### src/rtl/pdci_pkg.sv
// Package with timing constants, types and states for the DRAM controller.
package pdci_pkg;

   // Clock period in picoseconds.
   localparam int CLK_PERIOD_PS = 5000;

   // Address geometry.
   localparam int ROW_BITS  = 10;
   localparam int COL_BITS  = 10;
   localparam int ADDR_BITS = ROW_BITS + COL_BITS;
   localparam int REFRESH_ROWS = 512;
   localparam int INIT_CYCLES  = 8;

   // Timing figures in ns (fastest grade) unless the name says otherwise.
   localparam int RAS_PRECHARGE_NS      = 60;
   localparam int RAS_PULSE_NS          = 70;
   localparam int ROW_ADDRESS_HOLD_NS   = 10;
   localparam int TRANSITION_TIME_NS    = 5;
   localparam int ROW_TO_COL_STROBE_NS  = 20;
   localparam int COL_PULSE_NS          = 25;
   localparam int COL_ACCESS_NS         = 25;
   localparam int ADDRESS_ACCESS_NS     = 43;
   localparam int ROW_ACCESS_NS         = 70;
   localparam int COL_TO_WRITE_NS       = 25;
   localparam int WRITE_PULSE_NS        = 15;
   localparam int WRITE_TO_ROW_LEAD_NS  = 22;
   localparam int PAGE_COL_PRECHARGE_NS = 15;
   localparam int PAGE_CYCLE_NS         = 53;
   localparam int REFRESH_COL_HOLD_NS   = 15;
   localparam int REFRESH_COL_SETUP_NS  = 0;
   localparam int PRECHARGE_TO_COL_NS   = 0;
   localparam int POWERUP_PAUSE_US      = 200;
   localparam int REFRESH_PERIOD_US     = 8200;

   // Minimum times rounded up to whole cycles, never below one.
   function automatic int min_cyc(input int ns);
      int c;
      c = (ns * 1000 + CLK_PERIOD_PS - 1) / CLK_PERIOD_PS;
      return (c < 1) ? 1 : c;
   endfunction : min_cyc

   localparam int RP_CYC   = min_cyc(RAS_PRECHARGE_NS);
   localparam int RCD_CYC  = min_cyc(ROW_TO_COL_STROBE_NS);
   localparam int CAS_CYC  = min_cyc(COL_ACCESS_NS > COL_PULSE_NS ?
                                     COL_ACCESS_NS : COL_PULSE_NS);
   localparam int RAC_CYC  = min_cyc(ROW_ACCESS_NS);
   localparam int AA_CYC   = min_cyc(ADDRESS_ACCESS_NS);
   localparam int CWD_CYC  = min_cyc(COL_TO_WRITE_NS);
   localparam int WP_CYC   = min_cyc(WRITE_TO_ROW_LEAD_NS > WRITE_PULSE_NS ?
                                     WRITE_TO_ROW_LEAD_NS : WRITE_PULSE_NS);
   localparam int CP_CYC   = min_cyc(PAGE_COL_PRECHARGE_NS);
   localparam int PC_CYC   = min_cyc(PAGE_CYCLE_NS);
   localparam int CHR_CYC  = min_cyc(REFRESH_COL_HOLD_NS);
   localparam int CSR_CYC  = min_cyc(REFRESH_COL_SETUP_NS);
   localparam int RPC_CYC  = min_cyc(PRECHARGE_TO_COL_NS);
   localparam int RAS_CYC  = min_cyc(RAS_PULSE_NS);
   localparam int POWERUP_CYC = POWERUP_PAUSE_US * 1000000 / CLK_PERIOD_PS;
   // Longest refresh spacing per row, rounded down. The period is split
   // per row before it is scaled to picoseconds, so no step overflows int.
   localparam int REFRESH_INTERVAL_CYC =
      REFRESH_PERIOD_US * 1000 / REFRESH_ROWS * 1000 / CLK_PERIOD_PS;

   // Request kinds.
   typedef enum logic [1:0] {
      PDCI_OP_READ  = 2'h0,
      PDCI_OP_WRITE = 2'h1,
      PDCI_OP_RMW   = 2'h2
   } pdci_op_e;

   // One user request.
   typedef struct packed {
      pdci_op_e               op;
      logic [ADDR_BITS-1:0]   addr;
      logic                   wdata;
      logic                   wmask;
   } pdci_req_s;

   // Strobes and address driven to the memory.
   typedef struct packed {
      logic                   ras_n;
      logic                   cas_n;
      logic                   we_n;
      logic [ROW_BITS-1:0]    addr;
      logic                   din;
   } pdci_pins_s;

   // Sequencer states.
   typedef enum logic [12:0] {
      PDCI_ST_POWERUP = 13'h0001,
      PDCI_ST_INIT    = 13'h0002,
      PDCI_ST_IDLE    = 13'h0004,
      PDCI_ST_ROW     = 13'h0008,
      PDCI_ST_COL     = 13'h0010,
      PDCI_ST_MODIFY  = 13'h0020,
      PDCI_ST_WRPULSE = 13'h0040,
      PDCI_ST_PAGEPRE = 13'h0080,
      PDCI_ST_RASPRE  = 13'h0100,
      PDCI_ST_CBR_CAS = 13'h0200,
      PDCI_ST_CBR_RAS = 13'h0400,
      PDCI_ST_CBR_END = 13'h0800,
      PDCI_ST_PAGEWT  = 13'h1000
   } pdci_state_e;

endpackage : pdci_pkg

### src/rtl/pdci_timer.sv
// Down-counting wait timer used by the strobe sequencer.
`timescale 1ns/1ps
module pdci_timer
   import pdci_pkg::*;
#(
   parameter int WIDTH = 24
) (
   // Clock and reset.
   input  wire logic             clk_in,
   input  wire logic             sys_rst_in,
   input  wire logic             clk_en_in,
   // Load and status.
   input  wire logic             load_in,
   input  wire logic [WIDTH-1:0] count_in,
   output logic                  done_out
);

   logic [WIDTH-1:0] count_reg;

   // Loading with N makes done rise N cycles later.
   always_ff @(posedge clk_in or posedge sys_rst_in) begin
      if (sys_rst_in) begin
         count_reg <= '0;
      end else if (clk_en_in) begin
         if (load_in) begin
            count_reg <= count_in - WIDTH'(1);
         end else if (count_reg != '0) begin
            count_reg <= count_reg - WIDTH'(1);
         end
      end
   end

   // Done as soon as the count has run out. It ignores the load input, so
   // a caller may load on done without forming a combinational loop.
   assign done_out = (count_reg == '0);

endmodule : pdci_timer

### src/rtl/pdci_ctrl.sv
// Fast-page-mode DRAM controller driving strobes, address and data pins.
`timescale 1ns/1ps

// Overview of operation
// - Row then column, ten bits each
// - Write select high reads, low writes
// - Early write: write select before column strobe (on a page hit both fall on the same edge)
// - Read-modify-write: write select after delays
// - Otherwise delayed write, meet lead times
// - Read keeps strobes low, write high
// - Read hold after row or column
// - Modify write only after read data
// - Hidden refresh keeps column strobe low (refresh here closes the row with column strobe high, then CAS-before-RAS)
// - Refresh column strobe leads, holds 15 ns
// - Refresh column strobe may follow precharge
// - Power-up pause then eight row-only cycles
// - Counter use: eight refresh cycles instead
// - Page cycles at least 53 ns apart
// - Column precharge at least 15 ns
// - All 512 rows every 8.2 ms
// - Row-only refresh keeps column strobe high
// - Page mode: row held, column pulsed
module pdci_ctrl
   import pdci_pkg::*;
#(
   parameter int POWERUP_CYCLES  = POWERUP_CYC,
   parameter int REFRESH_CYCLES  = REFRESH_INTERVAL_CYC,
   parameter int TIMER_WIDTH     = 24
) (
   // Clock, reset and enable.
   input  wire logic         clk_in,
   input  wire logic         sys_rst_in,
   input  wire logic         clk_en_in,
   // Configuration: 1 selects counter refresh, 0 row-only refresh, for start-up only; later refreshes always use the counter.
   input  wire logic         use_counter_in,
   // User request.
   input  wire logic         req_valid_in,
   input  wire pdci_req_s    req_in,
   output logic              req_ready_out,
   output logic              rdata_valid_out,
   output logic              rdata_out,
   output logic              init_done_out,
   // Memory pins.
   output pdci_pins_s        mem_out,
   input  wire logic         mem_dout_in
);

   pdci_state_e             state_reg;
   pdci_req_s               cur_reg;
   logic [ROW_BITS-1:0]     open_row_reg;
   logic                    row_open_reg;
   logic [3:0]              init_cnt_reg;
   logic [ROW_BITS-2:0]     ref_row_reg;
   logic [TIMER_WIDTH-1:0]  ref_cnt_reg;
   logic                    ref_due_reg;
   logic                    ref_cbr_reg;
   logic [TIMER_WIDTH-1:0]  ras_cnt_reg;
   logic                    t_load;
   logic [TIMER_WIDTH-1:0]  t_count;
   logic                    t_done;
   logic                    ref_taken;

   // Wait timer used by the column and write-pulse states of the sequencer.
   pdci_timer #(
      .WIDTH      (TIMER_WIDTH)
   ) u_timer (
      .clk_in     (clk_in),
      .sys_rst_in (sys_rst_in),
      .clk_en_in  (clk_en_in),
      .load_in    (t_load),
      .count_in   (t_count),
      .done_out   (t_done)
   );

   // Timer loads: the column and write-pulse states wait their minimum before moving on.
   always_comb begin
      t_load  = 1'b0;
      t_count = TIMER_WIDTH'(1);
      if (state_reg == PDCI_ST_IDLE ||
          (state_reg == PDCI_ST_ROW && ras_cnt_reg == '0)) begin
         // The access wait starts at the column strobe edge, page hit or not.
         t_load  = 1'b1;
         t_count = TIMER_WIDTH'(AA_CYC > CAS_CYC ? AA_CYC : CAS_CYC);
      end else if (state_reg == PDCI_ST_COL && t_done &&
                   cur_reg.op == PDCI_OP_RMW) begin
         t_load  = 1'b1;
         t_count = TIMER_WIDTH'(WP_CYC);
      end
   end

   // Refresh pacing: one row every interval keeps 512 rows fresh.
   always_ff @(posedge clk_in or posedge sys_rst_in) begin
      if (sys_rst_in) begin
         ref_cnt_reg <= '0;
         ref_due_reg <= 1'b0;
      end else if (clk_en_in) begin
         if (ref_cnt_reg >= TIMER_WIDTH'(REFRESH_CYCLES - 1)) begin
            ref_cnt_reg <= '0;
            ref_due_reg <= 1'b1;
         end else begin
            ref_cnt_reg <= ref_cnt_reg + TIMER_WIDTH'(1);
            if (ref_taken) begin
               ref_due_reg <= 1'b0;
            end
         end
      end
   end

   // Cleared in one cycle only, so a new interval that ends during the
   // long precharge is not swallowed.
   assign ref_taken = (state_reg == PDCI_ST_CBR_RAS) && ref_cbr_reg &&
                      (ras_cnt_reg == '0);

   // Main strobe sequencer; the pins come from registers only.
   always_ff @(posedge clk_in or posedge sys_rst_in) begin
      if (sys_rst_in) begin
         state_reg       <= PDCI_ST_POWERUP;
         cur_reg         <= '0;
         open_row_reg    <= '0;
         row_open_reg    <= 1'b0;
         init_cnt_reg    <= '0;
         ref_row_reg     <= '0;
         ref_cbr_reg     <= 1'b0;
         ras_cnt_reg     <= '0;
         mem_out         <= '{ras_n: 1'b1, cas_n: 1'b1, we_n: 1'b1,
                              addr: '0, din: 1'b0};
         req_ready_out   <= 1'b0;
         rdata_valid_out <= 1'b0;
         rdata_out       <= 1'b0;
         init_done_out   <= 1'b0;
      end else if (clk_en_in) begin
         rdata_valid_out <= 1'b0;
         req_ready_out   <= 1'b0;
         if (ras_cnt_reg != '0) begin
            ras_cnt_reg <= ras_cnt_reg - TIMER_WIDTH'(1);
         end
         unique case (state_reg)
            PDCI_ST_POWERUP: begin
               // Both strobes high for the pause.
               if (ras_cnt_reg == '0 && !init_cnt_reg[3]) begin
                  ras_cnt_reg  <= TIMER_WIDTH'(POWERUP_CYCLES);
                  init_cnt_reg <= 4'h8;
               end else if (ras_cnt_reg == '0) begin
                  init_cnt_reg <= 4'h0;
                  state_reg    <= PDCI_ST_INIT;
               end
            end
            PDCI_ST_INIT: begin
               if (init_cnt_reg == 4'(INIT_CYCLES)) begin
                  init_done_out <= 1'b1;
                  req_ready_out <= 1'b1;
                  state_reg     <= PDCI_ST_IDLE;
               end else begin
                  init_cnt_reg <= init_cnt_reg + 4'h1;
                  ref_cbr_reg  <= 1'b0;
                  if (use_counter_in) begin
                     mem_out.cas_n <= 1'b0;
                     ras_cnt_reg   <= TIMER_WIDTH'(CSR_CYC);
                     state_reg     <= PDCI_ST_CBR_CAS;
                  end else begin
                     mem_out.addr  <= {1'b0, ref_row_reg};
                     ref_row_reg   <= ref_row_reg + 1'b1;
                     mem_out.ras_n <= 1'b0;
                     ras_cnt_reg   <= TIMER_WIDTH'(RAS_CYC);
                     state_reg     <= PDCI_ST_CBR_RAS;
                  end
               end
            end
            PDCI_ST_IDLE: begin
               // A request met by a high ready is always taken, so ready
               // never promises what a due refresh would then refuse.
               if (ref_due_reg && !(req_valid_in && req_ready_out)) begin
                  // Refresh from idle: row closes with column strobe already high, then CAS-before-RAS.
                  ref_cbr_reg   <= 1'b1;
                  row_open_reg  <= 1'b0;
                  mem_out.ras_n <= 1'b1;
                  mem_out.we_n  <= 1'b1;
                  ras_cnt_reg   <= TIMER_WIDTH'(RP_CYC);
                  state_reg     <= PDCI_ST_CBR_CAS;
               end else if (req_valid_in && req_ready_out) begin
                  cur_reg <= req_in;
                  if (row_open_reg &&
                      req_in.addr[ADDR_BITS-1:COL_BITS] == open_row_reg) begin
                     // Same row: column only, no refresh credit.
                     mem_out.addr <= req_in.addr[COL_BITS-1:0];
                     mem_out.din  <= req_in.wdata;
                     mem_out.we_n <= (req_in.op != PDCI_OP_WRITE);
                     mem_out.cas_n <= 1'b0;
                     state_reg    <= PDCI_ST_COL;
                  end else if (row_open_reg) begin
                     mem_out.ras_n <= 1'b1;
                     mem_out.cas_n <= 1'b1;
                     row_open_reg  <= 1'b0;
                     ras_cnt_reg   <= TIMER_WIDTH'(RP_CYC);
                     state_reg     <= PDCI_ST_RASPRE;
                  end else begin
                     mem_out.addr  <= req_in.addr[ADDR_BITS-1:COL_BITS];
                     mem_out.ras_n <= 1'b0;
                     open_row_reg  <= req_in.addr[ADDR_BITS-1:COL_BITS];
                     row_open_reg  <= 1'b1;
                     ras_cnt_reg   <= TIMER_WIDTH'(RCD_CYC);
                     state_reg     <= PDCI_ST_ROW;
                  end
               end else begin
                  req_ready_out <= 1'b1;
               end
            end
            PDCI_ST_ROW: begin
               // Column address one cycle (5 ns) after the row strobe, short of the 10 ns row hold, then column strobe.
               mem_out.addr <= cur_reg.addr[COL_BITS-1:0];
               mem_out.din  <= cur_reg.wdata;
               // Early write lowers write select before the column strobe.
               mem_out.we_n <= (cur_reg.op != PDCI_OP_WRITE);
               if (ras_cnt_reg == '0) begin
                  mem_out.cas_n <= 1'b0;
                  state_reg     <= PDCI_ST_COL;
               end
            end
            PDCI_ST_COL: begin
               // Read access: wait column and address paths.
               if (t_done) begin
                  rdata_out       <= mem_dout_in;
                  rdata_valid_out <= (cur_reg.op != PDCI_OP_WRITE);
                  if (cur_reg.op == PDCI_OP_RMW) begin
                     mem_out.din  <= cur_reg.wmask ? cur_reg.wdata
                                                   : ~mem_dout_in;
                     mem_out.we_n <= 1'b0;
                     state_reg    <= PDCI_ST_WRPULSE;
                  end else begin
                     // Write select stays high to the end of a read.
                     mem_out.cas_n <= 1'b1;
                     ras_cnt_reg   <= TIMER_WIDTH'(CP_CYC > PC_CYC - CAS_CYC ?
                                        CP_CYC : PC_CYC - CAS_CYC);
                     state_reg     <= PDCI_ST_PAGEPRE;
                  end
               end
            end
            PDCI_ST_WRPULSE: begin
               // Write lead satisfied before strobes rise.
               if (t_done) begin
                  mem_out.we_n  <= 1'b1;
                  mem_out.cas_n <= 1'b1;
                  ras_cnt_reg   <= TIMER_WIDTH'(PC_CYC > CP_CYC ?
                                                PC_CYC : CP_CYC);
                  state_reg     <= PDCI_ST_PAGEPRE;
               end
            end
            PDCI_ST_PAGEPRE: begin
               mem_out.we_n <= 1'b1;
               if (ras_cnt_reg == '0) begin
                  req_ready_out <= !ref_due_reg;
                  state_reg     <= PDCI_ST_IDLE;
               end
            end
            PDCI_ST_RASPRE: begin
               if (ras_cnt_reg == '0) begin
                  ref_cbr_reg <= 1'b0;
                  if (!init_done_out) begin
                     state_reg <= PDCI_ST_INIT;
                  end else if (ref_cbr_reg) begin
                     req_ready_out <= !ref_due_reg;
                     state_reg     <= PDCI_ST_IDLE;
                  end else begin
                     // Row miss: the held request opens its own row now.
                     mem_out.addr  <= cur_reg.addr[ADDR_BITS-1:COL_BITS];
                     mem_out.ras_n <= 1'b0;
                     open_row_reg  <= cur_reg.addr[ADDR_BITS-1:COL_BITS];
                     row_open_reg  <= 1'b1;
                     ras_cnt_reg   <= TIMER_WIDTH'(RCD_CYC);
                     state_reg     <= PDCI_ST_ROW;
                  end
               end
            end
            PDCI_ST_CBR_CAS: begin
               // Column strobe low no later than the row strobe.
               mem_out.cas_n <= 1'b0;
               if (ras_cnt_reg == '0) begin
                  mem_out.ras_n <= 1'b0;
                  ras_cnt_reg   <= TIMER_WIDTH'(RAS_CYC > CHR_CYC + RPC_CYC ?
                                                RAS_CYC : CHR_CYC + RPC_CYC);
                  state_reg     <= PDCI_ST_CBR_RAS;
               end
            end
            PDCI_ST_CBR_RAS: begin
               if (ras_cnt_reg == '0) begin
                  mem_out.ras_n <= 1'b1;
                  mem_out.cas_n <= 1'b1;
                  ras_cnt_reg   <= TIMER_WIDTH'(RP_CYC);
                  state_reg     <= PDCI_ST_RASPRE;
               end
            end
            default: begin
               state_reg <= PDCI_ST_IDLE;
            end
         endcase
      end
   end

endmodule : pdci_ctrl

### config.mk
export PLATFORM = sky130hd
export DESIGN_NAME = pdci_ctrl
export DESIGN_NICKNAME = d
export VERILOG_FILES = /design/src/rtl/pdci_pkg.sv /design/src/rtl/pdci_timer.sv /design/src/rtl/pdci_ctrl.sv
export SDC_FILE = /design/constraint.sdc
export NUM_CORES = 1
export LEC_CHECK = 0
export ABC_AREA = 1
export BUFFER_PORTS_ARGS = -buffer_cell sky130_fd_sc_hd__buf_4
export CORE_MARGIN = 3
export CORE_UTILIZATION = 56
export CTS_CLUSTER_SIZE = 8
export DETAILED_ROUTE_END_ITERATION = 6
export GPL_TIMING_DRIVEN = 0
export PLACE_DENSITY_LB_ADDON = 0.25
export SETUP_SLACK_MARGIN = 0.3
export SYNTH_ARGS = -nofsm -noshare
export SYNTH_HDL_FRONTEND = slang
export SYNTH_SLANG_ARGS = --single-unit
### constraint.sdc
create_clock -name clk_in -period 5.83 [get_ports clk_in]
set_clock_uncertainty 0.2 [all_clocks]
set_input_delay 1.749 -clock clk_in [delete_from_list [all_inputs] [get_ports clk_in]]
set_output_delay 1.749 -clock clk_in [all_outputs]
set_load 0.03 [all_outputs]
==> key figures <==
Drt
  – 1st-pass router iterations: 7
  – Vias/cell: about 5.6
  – Initial drt markers: ~860
  – Routed wire per std cell: 16.4 um
  – # DRC: 4
  – Via count: roughly 8800
  – Routed wire length: about 26000 um
  – Final antenna-violating net count: 0

Global routing
  – Total GRT Usage: 0.290
  – Total gr overflow: 0
  – First-pass GRT wire length: between 40000 and 50000 um
  – Pin count of the biggest net entering global routing: slightly above 40
  – Vias in the first global route: ~8400
  – Initial antenna violation count: 0

Yosys
  – Syn avg cell area: approximately 7.3 um2
  – Synth Warn #: 0
  – Xor and xnor area share after synthesis: 0.0421
  – Synth area leader: dfrtp_1
  – Ys flop type: dfrtp_1
  – Ys async rst share: 1.00
  – Post-Synth Simple-Gate Area: 0.346
  – Flops & latches, synth: 150
  – Post-Syn Instances: around 1300
  – Largest family of logic cells by synthesized area: simple AND/OR/NAND/NOR gates
  – Yosys cell types: 55
  – Seq/Total Area, Yosys: 0.402
  – Area contributors post-synth: dfrtp_1 39%, nand2_1 12%, inv_1 6.5%
  – Post-synth EDFFs: 0
  – Most instantiated cells after synthesis: 303 x nand2_1, 162 x inv_1, 150 x nor2_1
  – Mux contribution to synthesized area: 0.0127
  – Syn Nets: 1314
  – Post-Synth Adder-Cell Area: 0.0120
  – Most common cell in the netlist: nand2_1
  – Mapped Area: slightly above 9000 um2
  – Post-synthesis compound-gate area fraction: 0.0955
  – Top cell type's share of synthesized area: 0.391

STA
  – Hold_ws: around 270 ps
  – Max Transition Viols Final: 0
  – Relative slew slack: 0.512
  – Minimum clock period: 3540 ps
  – Unrepaired setup endpoints after global routing: false
  – Setup TNS: 0 ps
  – Final Setup Violations: 0
  – Max Freq: 282 MHz
  – Final hold vios: 0
  – Final worst path period share: 0.608
  – Slew @ Worst Pin: between 700 and 800 ps

Clock network
  – CTS H-tree depth: 4
  – CTS Buffer Depth: 2
  – Post_cts resized: 0
  – Hold buffer count at CTS: 0
  – Post-CTS Setup Inserts: 0
  – Clock Latency Late Sink: 430 ps
  – CTS tree: yes
  – CTS Sinks: 150
  – Cts bufs inserted: 17
  – Root buffer cell: clkbuf_16
  – Clock-pin slew on the worst setup and hold paths: approximately 60 ps

Die
  – Die Wd: approximately 140 um
  – Full die area: about 18000 um2
  – Initial Utilization: 0.580
  – Std cell rows: between 40 and 50
  – I/O pin count: 48
  – Core Region: roughly 16000 um2
  – Die Y: between 100 and 150 um

Finish
  – Finished layout cell area: 10600 um2
  – Layout cell share with drive strength beyond 1: 0.147
  – Final std cells w/o fill: between 1500 and 2000
  – Nets@finish: around 1400
  – Ant. Diodes: 0
  – Area growth, synth to finish: 13.5%
  – Filler instances: about 1400

Place
  – Placed cell area: ~10000 um2
  – Dpl hpwl: approximately 19000 um
  – Placed cell count: about 1500
  – Placer congestion estimate: approximately 0.98
  – Port Buffers: 46

Worst setup path
  – CP Max Fanout: 10
  – CP startpoint kind: input pin
  – Crit path DAT: 3630 ps
  – Setup CP Type: input pin to flip-flop
  – Worst Setup End Kind: flip-flop
  – Worst EP required: around 6000 ps

Outcome
  – Status: finished with violations
  – Violated checks: DRC

Power and ir drop
  – Leakage: around 0.0056 uW
  – VDD IR max: 286 uV
  – P per Cell Area: 545 nW/um2

Hold path
  – Hold/Removal Path Class: flip-flop to flip-flop

Flow run
  – Max Cap Viol: 0
[worst paths after layout]
check                                                    endpoint  slack, ps  cells past startpoint                         from
worst max-delay path                   ref_cnt_reg[5]$_DFFE_PP0P_       2290                      5                    clk_en_in
worst min-delay path                  ref_cnt_reg[15]$_DFFE_PP0P_        270                      2  ref_cnt_reg[15]$_DFFE_PP0P_
worst max register to register  u_timer.count_reg[14]$_DFFE_PP0P_       2500                     18   ras_cnt_reg[0]$_DFFE_PP0P_
worst min register to register        ref_cnt_reg[15]$_DFFE_PP0P_        270                      2  ref_cnt_reg[15]$_DFFE_PP0P_
max in group asynchronous                 mem_out[12]$_DFFE_PP1P_       3050                      5                   sys_rst_in
min in group asynchronous              ref_cnt_reg[4]$_DFFE_PP0P_       1230                      2                   sys_rst_in
[layout by cell type (no fill, tap or decap), types with 16 or more instances in the layout]
| cell | n |
|---|---|
| nand3_1 | 87 |
| dfrtp_1 | 146 |
| clkbuf_16 | 17 |
| inv_2 | 16 |
| a21oi_1 | 26 |
| xor2_1 | 37 |
| nor2_2 | 17 |
| inv_1 | 161 |
| o21ai_0 | 80 |
| nor2_1 | 150 |
| nor3_1 | 25 |
| nand2_2 | 17 |
| nand4_1 | 46 |
| buf_4 | 48 |
| nand2_1 | 303 |
[critical path, cell delays in order]
cell and delay, ps:
buf_2 240, buf_1 560, clkbuf_1 490, clkbuf_1 440, a21oi_1 140
[cell type report]
| type | instances | area [um2] | area share |
|---|---|---|---|
| Buffer | 27 | 156 | 0.0147 |
| Clock buffer | 18 | 439 | 0.0414 |
| Clock inverter | 12 | 120 | 0.0113 |
| Inverter | 181 | 686 | 0.0646 |
| Multi-Input combinational cell | 917 | 4760 | 0.448 |
| Sequential cell | 150 | 3760 | 0.354 |
| Tap cell | 216 | 270 | 0.0255 |
| Timing Repair Buffer | 50 | 425 | 0.0401 |
[through the flow]
| stage | util | total power, uW | setup slack [ps] |
|---|---|---|---|
| floorplan | - | 3890 | 2000 |
| global placement | 0.619 | 4570 | 986 |
| detailed placement | 0.624 | 4650 | 1850 |
| CTS | 0.659 | 5740 | 2320 |
| global route | 0.659 | 6230 | 2180 |
| finish | 0.659 | 5780 | 2290 |
[kinds of logic (layout without fill, tap and decap cells)]
family,count (synthesis),in the layout
compound gates,158,158
xor+xnor,45,45
fa+ha+maj,9,9
buf+inv,208,288
flops,150,150
mux,11,11
simple gates,694,694
[metal layers]
| metal | wire (um) | vias up | part of all wire | global-route usage |
|---|---|---|---|---|
| met5 | 0 | - | 0 | 0 |
| met4 | 473 | 0 | 0.018 | 0.0756 |
| met3 | 1920 | 38 | 0.075 | 0.0509 |
| met2 | 11900 | 361 | 0.46 | 0.466 |
| met1 | 11400 | 4178 | 0.44 | 0.410 |
| li1 | - | 4254 | - | - |
[where the power goes]
group	switching (uW)	total [uW]	internal, uW
combinational	2030	3030	998
clock	471	1070	602
sequential	298	1680	1390
Note: power is estimated with default switching activity, not from simulation.
